`config.mk`:
```
export PLATFORM = sky130hd
export DESIGN_NAME = pfsp_host
export DESIGN_NICKNAME = d
export VERILOG_FILES = /design/src/logic/pfsp_host.v
export VERILOG_INCLUDE_DIRS = /design/src /design/src/logic
export SDC_FILE = /design/constraint.sdc
export NUM_CORES = 1
export LEC_CHECK = 0
export ABC_AREA = 1
export BUFFER_PORTS_ARGS = -buffer_cell sky130_fd_sc_hd__clkbuf_2
export CORE_UTILIZATION = 40
export CTS_CLUSTER_DIAMETER = 80
export CTS_CLUSTER_SIZE = 40
export DETAILED_ROUTE_END_ITERATION = 6
export PLACE_DENSITY_LB_ADDON = 0.3
export SLEW_MARGIN = 20
export SYNTH_ARGS = -nofsm -noshare
export SYNTH_HDL_FRONTEND = slang
export SYNTH_SLANG_ARGS = --single-unit
```
`constraint.sdc`:
```
create_clock -name mclk -period 2.3 [get_ports mclk]
set_input_delay 0.46 -clock mclk [delete_from_list [all_inputs] [get_ports mclk]]
set_output_delay 0.46 -clock mclk [all_outputs]
set_load 0.01 [all_outputs]
```
`src/logic/pfsp_regs.vh`:
```
`ifndef PFSP_REGS_VH
`define PFSP_REGS_VH
// software register offsets
`define PFSP_CTRL_OFS 8'h00
`define PFSP_ADDR_OFS 8'h04
`define PFSP_DATA_OFS 8'h08
`define PFSP_STAT_OFS 8'h0C
`define PFSP_IRQS_OFS 8'h10
`define PFSP_IRQM_OFS 8'h14
// control field positions
`define PFSP_CTRL_START 0
`define PFSP_CTRL_OP_LO 1
`define PFSP_CTRL_TOGGLE 3
`define PFSP_CTRL_UNPROT 4
// status field positions
`define PFSP_STAT_BUSY 0
`define PFSP_STAT_FAIL 1
`define PFSP_STAT_PROT 2
`define PFSP_STAT_LAST_LO 8
// interrupt bits
`define PFSP_IRQ_DONE 0
`define PFSP_IRQ_FAIL 1
// reset values
`define PFSP_CTRL_RST 5'h00
`define PFSP_IRQM_RST 2'h0
// operation codes
`define PFSP_OP_PROG 2'h0
`define PFSP_OP_CHIP 2'h1
`define PFSP_OP_SECT 2'h2
`define PFSP_OP_VRFY 2'h3
// command sequence words
`define PFSP_UNLK_A1 16'h0555
`define PFSP_UNLK_A2 16'h02AA
`define PFSP_D_AA 8'hAA
`define PFSP_D_55 8'h55
`define PFSP_D_PROG 8'hA0
`define PFSP_D_ERASE 8'h80
`define PFSP_D_CHIP 8'h10
`define PFSP_D_SECT 8'h30
`define PFSP_D_VRFY 8'h90
`define PFSP_D_RESET 8'hF0
`define PFSP_VRFY_OFS 16'h0002
// status bit positions on the data pins
`define PFSP_DATA_POLL_BIT 7
`define PFSP_TOGGLE_STATUS_BIT 6
`define PFSP_TIME_LIMIT_FLAG 5
// timing
`define PFSP_CLK_NS 100
`define PFSP_RD_NS 400
`define PFSP_RD_CYC ((`PFSP_RD_NS + `PFSP_CLK_NS - 1) / `PFSP_CLK_NS)
`endif

```
`src/logic/pfsp_host.v`:
```
// Function
// - limit flag seen: reread poll bit first
// - poll target, sector, or any address
// - limit flag seen: resample toggle bit
// - erase needs six write cycles
`timescale 1ns/1ps
`default_nettype none
`include "pfsp_regs.vh"

module pfsp_host #(
  parameter AW = 19
) (
  input wire mclk,
  input wire nrst,
  input wire [7:0] reg_addr,
  input wire [31:0] reg_wdata,
  input wire reg_we,
  input wire reg_re,
  output reg [31:0] reg_rdata,
  output reg irq,
  output reg [AW-1:0] flash_addr,
  output reg [7:0] flash_dq_o,
  output reg flash_dq_oe,
  input wire [7:0] flash_dq_i,
  output reg flash_ce_n,
  output reg flash_oe_n,
  output reg flash_we_n,
  output reg flash_unprot
);

  ////////////////////////////////////////////////////////////////////////
  // states
  localparam [2:0] S_IDLE = 3'd0;
  localparam [2:0] S_WSET = 3'd1;
  localparam [2:0] S_WLOW = 3'd2;
  localparam [2:0] S_WEND = 3'd3;
  localparam [2:0] S_RD = 3'd4;
  localparam [2:0] S_REND = 3'd5;
  localparam [2:0] STEP_RESET = 3'd7;
  localparam integer RD_NUM = `PFSP_RD_CYC; // read access clocks
  localparam [3:0] RD_CYC = RD_NUM[3:0];

  // software state
  reg [1:0] op_q; // selected operation
  reg tog_q; // toggle method instead of data poll
  reg [AW-1:0] tgt_q; // target or sector address
  reg [7:0] pd_q; // program value
  reg busy_q; // sequence running
  reg fail_q; // last operation failed
  reg prot_q; // last verify result
  reg [7:0] last_q; // last value read from flash
  reg [1:0] irqs_q; // sticky events
  reg [1:0] irqm_q; // event mask
  // sequencer state
  reg [2:0] st_q; // bus state
  reg [2:0] step_q; // command cycle index
  reg [3:0] cnt_q; // read access counter
  reg polling_q; // reads are status polls
  reg recheck_q; // limit flag already seen
  reg have_first_q; // toggle: first read held
  reg [7:0] first_q; // toggle: previous read
  // pin synchroniser
  reg [7:0] dq_s1_q;
  reg [7:0] dq_s2_q;
  // event pulses
  reg ev_done;
  reg ev_fail;
  wire [AW-1:0] a1 = {{(AW-16){1'b0}}, `PFSP_UNLK_A1};
  wire [AW-1:0] a2 = {{(AW-16){1'b0}}, `PFSP_UNLK_A2};
  // verify readout offset, widened to the address bus
  wire [AW-1:0] vofs = {{(AW-16){1'b0}}, `PFSP_VRFY_OFS};

  ////////////////////////////////////////////////////////////////////////
  // command sequence tables
  function [2:0] seq_len;
    input [1:0] op;
    begin
      case (op)
        `PFSP_OP_PROG: seq_len = 3'd4;
        `PFSP_OP_VRFY: seq_len = 3'd3;
        default: seq_len = 3'd6;
      endcase
    end
  endfunction

  // address for one command cycle
  function [AW-1:0] seq_addr;
    input [1:0] op;
    input [2:0] step;
    input [AW-1:0] tgt;
    begin
      case (step)
        3'd1: seq_addr = a2;
        3'd4: seq_addr = a2;
        3'd3: seq_addr = (op == `PFSP_OP_PROG) ? tgt : a1;
        3'd5: seq_addr = (op == `PFSP_OP_SECT) ? tgt : a1;
        default: seq_addr = a1;
      endcase
    end
  endfunction

  // data for one command cycle
  function [7:0] seq_data;
    input [1:0] op;
    input [2:0] step;
    input [7:0] pd;
    begin
      case (step)
        3'd0: seq_data = `PFSP_D_AA;
        3'd1: seq_data = `PFSP_D_55;
        3'd2: begin
          if (op == `PFSP_OP_PROG)
            seq_data = `PFSP_D_PROG;
          else if (op == `PFSP_OP_VRFY)
            seq_data = `PFSP_D_VRFY;
          else
            seq_data = `PFSP_D_ERASE;
        end
        3'd3: seq_data = (op == `PFSP_OP_PROG) ? pd : `PFSP_D_AA;
        3'd4: seq_data = `PFSP_D_55;
        3'd5: begin
          seq_data = (op == `PFSP_OP_SECT) ? `PFSP_D_SECT : `PFSP_D_CHIP;
        end
        default: seq_data = `PFSP_D_RESET;
      endcase
    end
  endfunction

  ////////////////////////////////////////////////////////////////////////
  // two-stage synchroniser on the data pins
  always @(posedge mclk or negedge nrst) begin
    if (!nrst) begin
      dq_s1_q <= 8'h00;
      dq_s2_q <= 8'h00;
    end else begin
      dq_s1_q <= flash_dq_i;
      dq_s2_q <= dq_s1_q;
    end
  end

  // value read this cycle and expected final poll bit
  wire [7:0] rd = dq_s2_q;
  wire exp7 = (op_q == `PFSP_OP_PROG) ? pd_q[7] : 1'b1;
  wire start = reg_we && (reg_addr == `PFSP_CTRL_OFS) &&
               reg_wdata[`PFSP_CTRL_START] && !busy_q;

  ////////////////////////////////////////////////////////////////////////
  // flash bus sequencer
  always @(posedge mclk or negedge nrst) begin
    if (!nrst) begin
      st_q <= S_IDLE;
      step_q <= 3'd0;
      cnt_q <= 4'd0;
      polling_q <= 1'b0;
      recheck_q <= 1'b0;
      have_first_q <= 1'b0;
      first_q <= 8'h00;
      busy_q <= 1'b0;
      fail_q <= 1'b0;
      prot_q <= 1'b0;
      last_q <= 8'h00;
      ev_done <= 1'b0;
      ev_fail <= 1'b0;
      flash_addr <= {AW{1'b0}};
      flash_dq_o <= 8'h00;
      flash_dq_oe <= 1'b0;
      flash_ce_n <= 1'b1;
      flash_oe_n <= 1'b1;
      flash_we_n <= 1'b1;
    end else begin
      ev_done <= 1'b0;
      ev_fail <= 1'b0;
      case (st_q)
        S_IDLE: begin
          // start a new command sequence
          if (start) begin
            busy_q <= 1'b1;
            fail_q <= 1'b0;
            step_q <= 3'd0;
            recheck_q <= 1'b0;
            have_first_q <= 1'b0;
            st_q <= S_WSET;
          end
        end
        S_WSET: begin
          // address and data set up, chip selected
          flash_addr <= seq_addr(op_q, step_q, tgt_q);
          flash_dq_o <= seq_data(op_q, step_q, pd_q);
          flash_dq_oe <= 1'b1;
          flash_ce_n <= 1'b0;
          st_q <= S_WLOW;
        end
        S_WLOW: begin
          // write strobe low one period
          flash_we_n <= 1'b0;
          st_q <= S_WEND;
        end
        S_WEND: begin
          // strobe rises, command taken on this edge
          flash_we_n <= 1'b1;
          flash_ce_n <= 1'b1;
          if (step_q == STEP_RESET) begin
            // release the data pins while idle
            flash_dq_oe <= 1'b0;
            busy_q <= 1'b0;
            ev_done <= 1'b1;
            st_q <= S_IDLE;
          end else if (step_q + 3'd1 == seq_len(op_q)) begin
            flash_addr <= (op_q == `PFSP_OP_VRFY) ?
                          (tgt_q | vofs) : tgt_q;
            polling_q <= (op_q != `PFSP_OP_VRFY);
            cnt_q <= 4'd0;
            st_q <= S_RD;
          end else begin
            step_q <= step_q + 3'd1;
            st_q <= S_WSET;
          end
        end
        S_RD: begin
          // output enable held for the access clocks plus one, five clocks in all
          flash_dq_oe <= 1'b0;
          flash_ce_n <= 1'b0;
          flash_oe_n <= 1'b0;
          cnt_q <= cnt_q + 4'd1;
          if (cnt_q == RD_CYC)
            st_q <= S_REND;
        end
        S_REND: begin
          // release bus; each read is a fresh output edge
          flash_ce_n <= 1'b1;
          flash_oe_n <= 1'b1;
          last_q <= rd;
          cnt_q <= 4'd0;
          st_q <= S_RD;
          if (!polling_q) begin
            prot_q <= (rd == 8'h01);
            step_q <= STEP_RESET;
            st_q <= S_WSET;
          end else if (!tog_q) begin
            // poll bit matches only when finished
            if (rd[`PFSP_DATA_POLL_BIT] == exp7) begin
              busy_q <= 1'b0;
              ev_done <= 1'b1;
              st_q <= S_IDLE;
            end else if (recheck_q) begin
              busy_q <= 1'b0;
              fail_q <= 1'b1;
              ev_done <= 1'b1;
              ev_fail <= 1'b1;
              st_q <= S_IDLE;
            end else if (rd[`PFSP_TIME_LIMIT_FLAG]) begin
              recheck_q <= 1'b1;
            end
          end else if (!have_first_q) begin
            // need two reads to see toggling
            first_q <= rd;
            have_first_q <= 1'b1;
          end else if (rd[`PFSP_TOGGLE_STATUS_BIT] ==
                       first_q[`PFSP_TOGGLE_STATUS_BIT]) begin
            // toggling stopped, operation ended
            busy_q <= 1'b0;
            ev_done <= 1'b1;
            st_q <= S_IDLE;
          end else if (recheck_q) begin
            busy_q <= 1'b0;
            fail_q <= 1'b1;
            ev_done <= 1'b1;
            ev_fail <= 1'b1;
            st_q <= S_IDLE;
          end else if (rd[`PFSP_TIME_LIMIT_FLAG]) begin
            recheck_q <= 1'b1;
            have_first_q <= 1'b0;
          end else begin
            first_q <= rd;
          end
        end
        default: st_q <= S_IDLE;
      endcase
    end
  end

  ////////////////////////////////////////////////////////////////////////
  // software registers, sticky events with set over clear
  always @(posedge mclk or negedge nrst) begin
    if (!nrst) begin
      op_q <= `PFSP_OP_PROG;
      tog_q <= 1'b0;
      flash_unprot <= 1'b0;
      tgt_q <= {AW{1'b0}};
      pd_q <= 8'h00;
      irqs_q <= 2'h0;
      irqm_q <= `PFSP_IRQM_RST;
      irq <= 1'b0;
    end else begin
      if (reg_we && reg_addr == `PFSP_CTRL_OFS) begin
        // op and method only change while idle
        if (!busy_q) begin
          op_q <= reg_wdata[`PFSP_CTRL_OP_LO+1:`PFSP_CTRL_OP_LO];
          tog_q <= reg_wdata[`PFSP_CTRL_TOGGLE];
        end
        flash_unprot <= reg_wdata[`PFSP_CTRL_UNPROT];
      end
      if (reg_we && reg_addr == `PFSP_ADDR_OFS && !busy_q)
        tgt_q <= reg_wdata[AW-1:0];
      if (reg_we && reg_addr == `PFSP_DATA_OFS && !busy_q)
        pd_q <= reg_wdata[7:0];
      if (reg_we && reg_addr == `PFSP_IRQM_OFS)
        irqm_q <= reg_wdata[1:0];
      irqs_q <= (irqs_q & ~((reg_we && reg_addr == `PFSP_IRQS_OFS) ?
                 reg_wdata[1:0] : 2'h0)) | {ev_fail, ev_done};
      irq <= |(irqs_q & irqm_q);
    end
  end

  ////////////////////////////////////////////////////////////////////////
  // read data, one cycle after the strobe; unmapped reads zero
  always @(posedge mclk or negedge nrst) begin
    if (!nrst) begin
      reg_rdata <= 32'h0000_0000;
    end else if (reg_re) begin
      case (reg_addr)
        `PFSP_CTRL_OFS: reg_rdata <= {27'h000_0000, flash_unprot, tog_q,
                                      op_q, 1'b0};
        `PFSP_ADDR_OFS: reg_rdata <= {{(32-AW){1'b0}}, tgt_q};
        `PFSP_DATA_OFS: reg_rdata <= {24'h00_0000, pd_q};
        `PFSP_STAT_OFS: reg_rdata <= {16'h0000, last_q, 5'h00, prot_q,
                                      fail_q, busy_q};
        `PFSP_IRQS_OFS: reg_rdata <= {30'h0000_0000, irqs_q};
        `PFSP_IRQM_OFS: reg_rdata <= {30'h0000_0000, irqm_q};
        default: reg_rdata <= 32'h0000_0000;
      endcase
    end else begin
      reg_rdata <= 32'h0000_0000;
    end
  end

endmodule // pfsp_host
`default_nettype wire

```
==> results_dict.tcl, run 1 <==
set metrics [dict create \
    worstSetupEndpointType "flop" \
    chipHeight_um 124.0 \
    drt_iter0_drc 355 \
    port_buffers 90 \
    synth_area_um2 5952 \
    cts_tree "done" \
    design_area_um2 7246 \
    drc 0 \
    syn_avg_cell_area_um2 8.301 \
    start_util_pct 40.95 \
    grt_max_degree 42 \
    yosysUniqueCellTypes 41 \
    die_width_um 124.0 \
    finalCriticalPeriod_ps 2079 \
    dpl_cell_area_um2 6638 \
    row_count 44 \
    htree_num_levels 4 \
    skew_ps 6.882 \
    gr-total-overflow 0 \
    p_sw_mw 1.076 \
    syn_inst 717 \
    cts_setup_buffers 0 \
    ant_nets 0 \
    syn_to_final_growth_pct 21.74 \
    switching_share_pct 20.70 \
    synth_flop_cell "dfrtp_1" \
    dieArea_um2 15370 \
    pwr-share-seq_pct 44.3 \
    relSlewSlack_pct 61.78 \
    dp_cells 987 \
    slew_violations 0 \
    layout_commonest_cell "nand2_1" \
    yosys_warnings 0 \
    layout.cells.most_common_list "nand2_1, dfrtp_1, o21ai_0" \
    antennaDiodeCount 0 \
    cap_violations 0 \
    start_kind "flop" \
    synth-edff-count 0 \
    hold_viol 0 \
    path_class "flop to flop" \
    regArea_um2 3232 \
    ys_async_sr_fraction_pct 100.0 \
    seq_area_frac_synth_pct 54.30 \
    p_per_area_nw_per_um2 717.6 \
    utilization_pct 49.85 \
    place_congestion 0.9008 \
    total_power_mw 5.199 \
    rsz0062_at_grt "false" \
    p_leak_nw 3.781 \
    drt-total-wl_mm 14.16 \
    n_fill_cell 1398 \
    grt_pass1_vias 4633 \
    hp-class "input pin to async pin" \
    hpwl_mm 10.49 \
    cts_buffers 17 \
    clockPowerShare_pct 52.7 \
    cp_max_fo 24 \
    comb_power_share_pct 3.0 \
    fin_crit_sh_pct 90.41 \
    synth.largest_area_cell "dfrtp_1" \
    worst_slew_pin_slew_ps 573.2 \
    routedWlPerCell_um 13.91 \
    via_per_inst 4.878 \
    grt_usage_pct 19.84 \
    antenna_found_initial 0 \
    cts_buffer_depth 2 \
    setup_viol 0 \
    numClockSinks 129 \
    rr_worst_depth 11 \
    cts-root-buf "clkbuf_16" \
    final_layout_size_suffix_gt1_share_pct 18.94 \
    fmax_mhz 480.9 \
    vdd_drop_max_v 0.0005129 \
    nets 882 \
    synth_seq_cells 129 \
    clk_latency_ps 420 \
    grt_pass1_wl_mm 22.83 \
    clk_pin_slew_ps 50 \
    num_vias 4966 \
    crit_required_ps 2590 \
    core_um2 14530 \
    drt_pass1_iterations 5 \
    synth_top_area_share_pct 52.97 \
    ioPinCount 117 \
    stdcell_count 1018 \
    arrival_ps 2370 \
    multi_input_area_um2 2281 \
    ys_top_cells_by_area "dfrtp_1, nand2_1, o21ai_0, inv_1, nand3_1" \
    intPower_mw 4.123 \
    status "completed" \
    setup_tns_ps 0 \
]
[critical path: stages, from the launching register on]
cell     delay (ps)
dfrtp_1         440
ha_1            250
ha_1            310
nor2_1          110
nand2_1          50
nand2_1          80
nand3_1          70
nand2_1          80
nand2_1         190
buf_6           240
nand2_1          60
o21ai_0          70
[synth_stat cells, types with 2 or more instances]
master,n
nor2_1,50
dfstp_2,3
inv_2,8
a21o_1,2
nor3_1,6
o21bai_1,2
dfrtp_1,126
a21boi_0,2
inv_1,69
buf_4,14
nand3_1,42
o21a_1,2
xor2_1,2
nor2_2,6
nand4_1,6
clkbuf_1,9
o21ai_0,91
nand2_1,209
o31ai_1,2
a31oi_1,7
ha_1,8
buf_2,8
a21oi_1,25
[power by group through the flow]
stage          registers, mW  clock network [mW]  logic (mW)
2_1_floorplan           2.34                   0      0.0609
5_1_grt                 2.30                2.89       0.182
4_1_cts                 2.30                2.79       0.161
3_3_place_gp            2.34                   0       0.158
6_report                2.30                2.74       0.156
3_5_place_dp            2.34                   0       0.159
[cell families after synthesis]
| family | synth area share (%) |
|---|---|
| other | 0.06300 |
| XOR/XNOR | 0.2944 |
| buffers and inverters | 8.135 |
| adder cells (fa/ha/maj) | 1.682 |
| AND/OR/NAND/NOR | 22.85 |
| AO/OA/AOI/OAI | 12.68 |
| flip-flops | 54.30 |
[per-layer routing]
metal	track usage (%)	routed length, µm
met4	6.324	299
met3	5.678	736
met5	0	0
met2	31.84	6667
met1	25.86	6455
[sequential cells by signal (all words and copies together), names as in the netlist, 2 cells and up]
signal      flops
st_q            3
pd_q            8
irqm_q          2
step_q          3
tgt_q          19
irqs_q          2
op_q            2
reg_rdata      19
dq_s2_q         8
flash_addr     19
dq_s1_q         8
flash_dq_o      8
cnt_q           4
last_q          8
[final timing paths]
check | end | from | slack (ps)
setup / recovery | flash_addr[2] | step_q[0] | 220
hold / removal | flash_addr[11] | nrst | 40
setup reg to reg | flash_addr[2] | step_q[0] | 220
hold reg to reg | dq_s2_q[5] | dq_s1_q[5] | 350
max in group asynchronous | pd_q[5] | nrst | 1590
min in group mclk | dq_s1_q[4] | flash_dq_i[4] | 150
[final cells by class]
type	instances	area share [%]
clock inverter	9	1.796
clock buffer	22	6.545
inverter	77	3.989
multi-input combinational	490	31.48
timing repair buffer	107	8.410
sequential	129	44.60
tap	184	3.177
[stage by stage]
stage / setup slack (ps) / hold slack (ps)
floorplan: 496.7 / 164.4
global placement: 235.4 / 332.9
detailed placement: 190.3 / 335.5
CTS: 163.0 / 53.04
global route: 7.252 / 62.65
finish: 220.6 / 38.30
[what timing repair did]
| item | CTS | global route |
|---|---|---|
| setup endpoints to repair | 0 | 5 |
| hold buffers | 0 | 0 |
| gates resized for setup | 0 | 1 |
No activity file was read; power rests on OpenSTA's default activity.
==> run 2, diff against run 1 <==
--- a/config.mk
+++ b/config.mk
@@ -9,6 +9,7 @@
 export ABC_AREA = 1
 export BUFFER_PORTS_ARGS = -buffer_cell sky130_fd_sc_hd__clkbuf_2
 export CORE_UTILIZATION = 40
+export CTS_BUF_LIST = sky130_fd_sc_hd__clkbuf_2
 export CTS_CLUSTER_DIAMETER = 80
 export CTS_CLUSTER_SIZE = 40
 export DETAILED_ROUTE_END_ITERATION = 6
==> run 2 against run 1 <==
Compared with the run above:
- setup slack better by 78 ps
- non-clock buffer count up 31
- via count is 1.4% higher
- flip-flop and latch count is the same
- count of clock-buffer cells in the layout fell by 3
- clock skew grew 22 ps
- global-route usage fell by 0.099 points
- wire length rose by 0.29%
- worst hold slack better by 92 ps
- power is 25% lower
- utilization shrank 0.38 points
- highest routed layer unchanged
==> results_dict.tcl, run 2 (synthesis gave the netlist of run 1 again) <==
set metrics [dict create \
    fmax_mhz 499.8 \
    layout_commonest_cell "nand2_1" \
    grt_usage_pct 19.74 \
    ioPinCount 117 \
    utilization_pct 49.47 \
    p_leak_nw 3.764 \
    fin_crit_sh_pct 87.00 \
    status "completed" \
    dieArea_um2 15370 \
    grt_pass1_vias 4694 \
    clk_latency_ps 700 \
    drt-total-wl_mm 14.20 \
    core_um2 14530 \
    hp-class "input pin to flop" \
    nets 913 \
    cts-root-buf "clkbuf_2" \
    slew_violations 0 \
    skew_ps 28.98 \
    setup_viol 0 \
    worstSetupEndpointType "flop" \
    numClockSinks 129 \
    place_congestion 0.9008 \
    setup_tns_ps 0 \
    r2r_end "flash_addr[2]" \
    chipHeight_um 124.0 \
    cp_max_fo 24 \
    antennaDiodeCount 0 \
    start_util_pct 40.95 \
    min_path_cells 4 \
    num_vias 5034 \
    min-delay-start "reg_addr[0]" \
    row_count 44 \
    cts_tree "done" \
    cap_violations 0 \
    gr-total-overflow 0 \
    ant_nets 0 \
    finalCriticalPeriod_ps 2001 \
    drt_iter0_drc 287 \
    arrival_ps 2590 \
    cts_buffers 17 \
    relSlewSlack_pct 61.70 \
    hold_path_end "reg_rdata[7]" \
    routedWlPerCell_um 13.54 \
    cts_buffer_depth 2 \
    syn_to_final_growth_pct 20.81 \
    path_class "flop to flop" \
    crit_required_ps 2890 \
    die_width_um 124.0 \
    n_fill_cell 1420 \
    antenna_found_initial 0 \
    hpwl_mm 10.49 \
    htree_num_levels 4 \
    timing.rr.start "step_q[0]" \
    layout.cells.most_common_list "nand2_1, dfrtp_1, clkbuf_2" \
    rsz0062_at_grt "false" \
    hold_viol 0 \
    p_per_area_nw_per_um2 544.2 \
    rr_worst_depth 11 \
    port_buffers 90 \
    start_kind "flop" \
    clk_pin_slew_ps 200 \
    r2r_slack_ps 300 \
    vdd_drop_max_v 0.0002927 \
    drt_pass1_iterations 5 \
    grt_max_degree 42 \
    via_per_inst 4.799 \
    grt_pass1_wl_mm 22.82 \
    drc 0 \
    reg_top3 "flash_addr: 19 flops, reg_rdata: 19 flops, tgt_q: 19 flops" \
    worst_slew_pin_slew_ps 574.5 \
    final_layout_size_suffix_gt1_share_pct 18.27 \
]
## run 2: cell count changes in the layout (fill, tap and decap cells not counted)
cell | before | now
clkbuf_1 | 2 | 0
clkbuf_16 | 17 | 0
clkbuf_2 | 89 | 108
clkbuf_8 | 3 | 0
clkinv_1 | 0 | 3
dlygate4sd3_1 | 0 | 31
nand2_1 | 209 | 208
nand2_2 | 1 | 2
## run 2: power breakdown
part           switching, mW  total [mW]  internal (mW)
clock network          0.817        1.41          0.598
logic                  0.115       0.198         0.0824
registers            0.00894        2.30           2.29
## run 2: per-layer routing
layer  vias up  part of all wire [%]  track usage (%)
li1       2553                     -                -
met1      2357                    47            25.77
met2       110                    48            32.08
met3        14                   4.0            5.311
met4         0                   1.1            5.878
met5         -                     0                0
## run 2: area by class of cell
class / instances / area [µm²] / share of cell area (%)
multi-input combinational: 490 / 2283 / 31.76
clock buffer: 19 / 95.09 / 1.322
timing repair buffer: 138 / 919.6 / 12.79
sequential: 129 / 3232 / 44.95
inverter: 77 / 289.0 / 4.019
clock inverter: 12 / 141.4 / 1.966
tap: 184 / 230.2 / 3.202
## run 2: through the flow
stage | hold WS, ps | area [µm²] | worst slack, ps | power (mW) | std cells
after floorplan | 164.4 | 5997 | 496.7 | 2.401 | 729
after global placement | 332.9 | 6638 | 235.4 | 2.499 | 987
after detailed placement | 335.5 | 6638 | 190.3 | 2.500 | 987
after CTS | 0.8895 | 7164 | 153.5 | 3.958 | 1047
after global routing | 55.26 | 7191 | 86.84 | 4.086 | 1049
final | 130.7 | 7191 | 299.0 | 3.913 | 1049
## run 2: worst max path at each step
stage                          from              to  depth (start not counted)
final                     step_q[0]   flash_addr[2]                         11
after global routing      step_q[0]  flash_addr[11]                         11
after CTS                 step_q[0]   flash_addr[2]                         11
after detailed placement  step_q[0]  flash_addr[16]                         11
after global placement    step_q[0]  flash_addr[11]                         11
after floorplan           step_q[0]   flash_addr[0]                         12
## run 2: what timing repair did
| item | 4_1_cts | 5_1_grt |
|---|---|---|
| endpoints found under the setup margin | 0 | 8 |
| setup buffers | 0 | 0 |
| endpoints found under the hold margin | 68 | 3 |
| gates resized for setup | 0 | 2 |
| hold buffers | 29 | 2 |
## run 2: critical path, stage by stage, from the launching register on
cell,delay [ps]
dfrtp_1,480
ha_1,250
ha_1,310
nor2_1,110
nand2_1,50
nand2_1,80
nand3_1,70
nand2_1,80
nand2_2,120
buf_6,200
nand2_1,60
o21ai_0,70
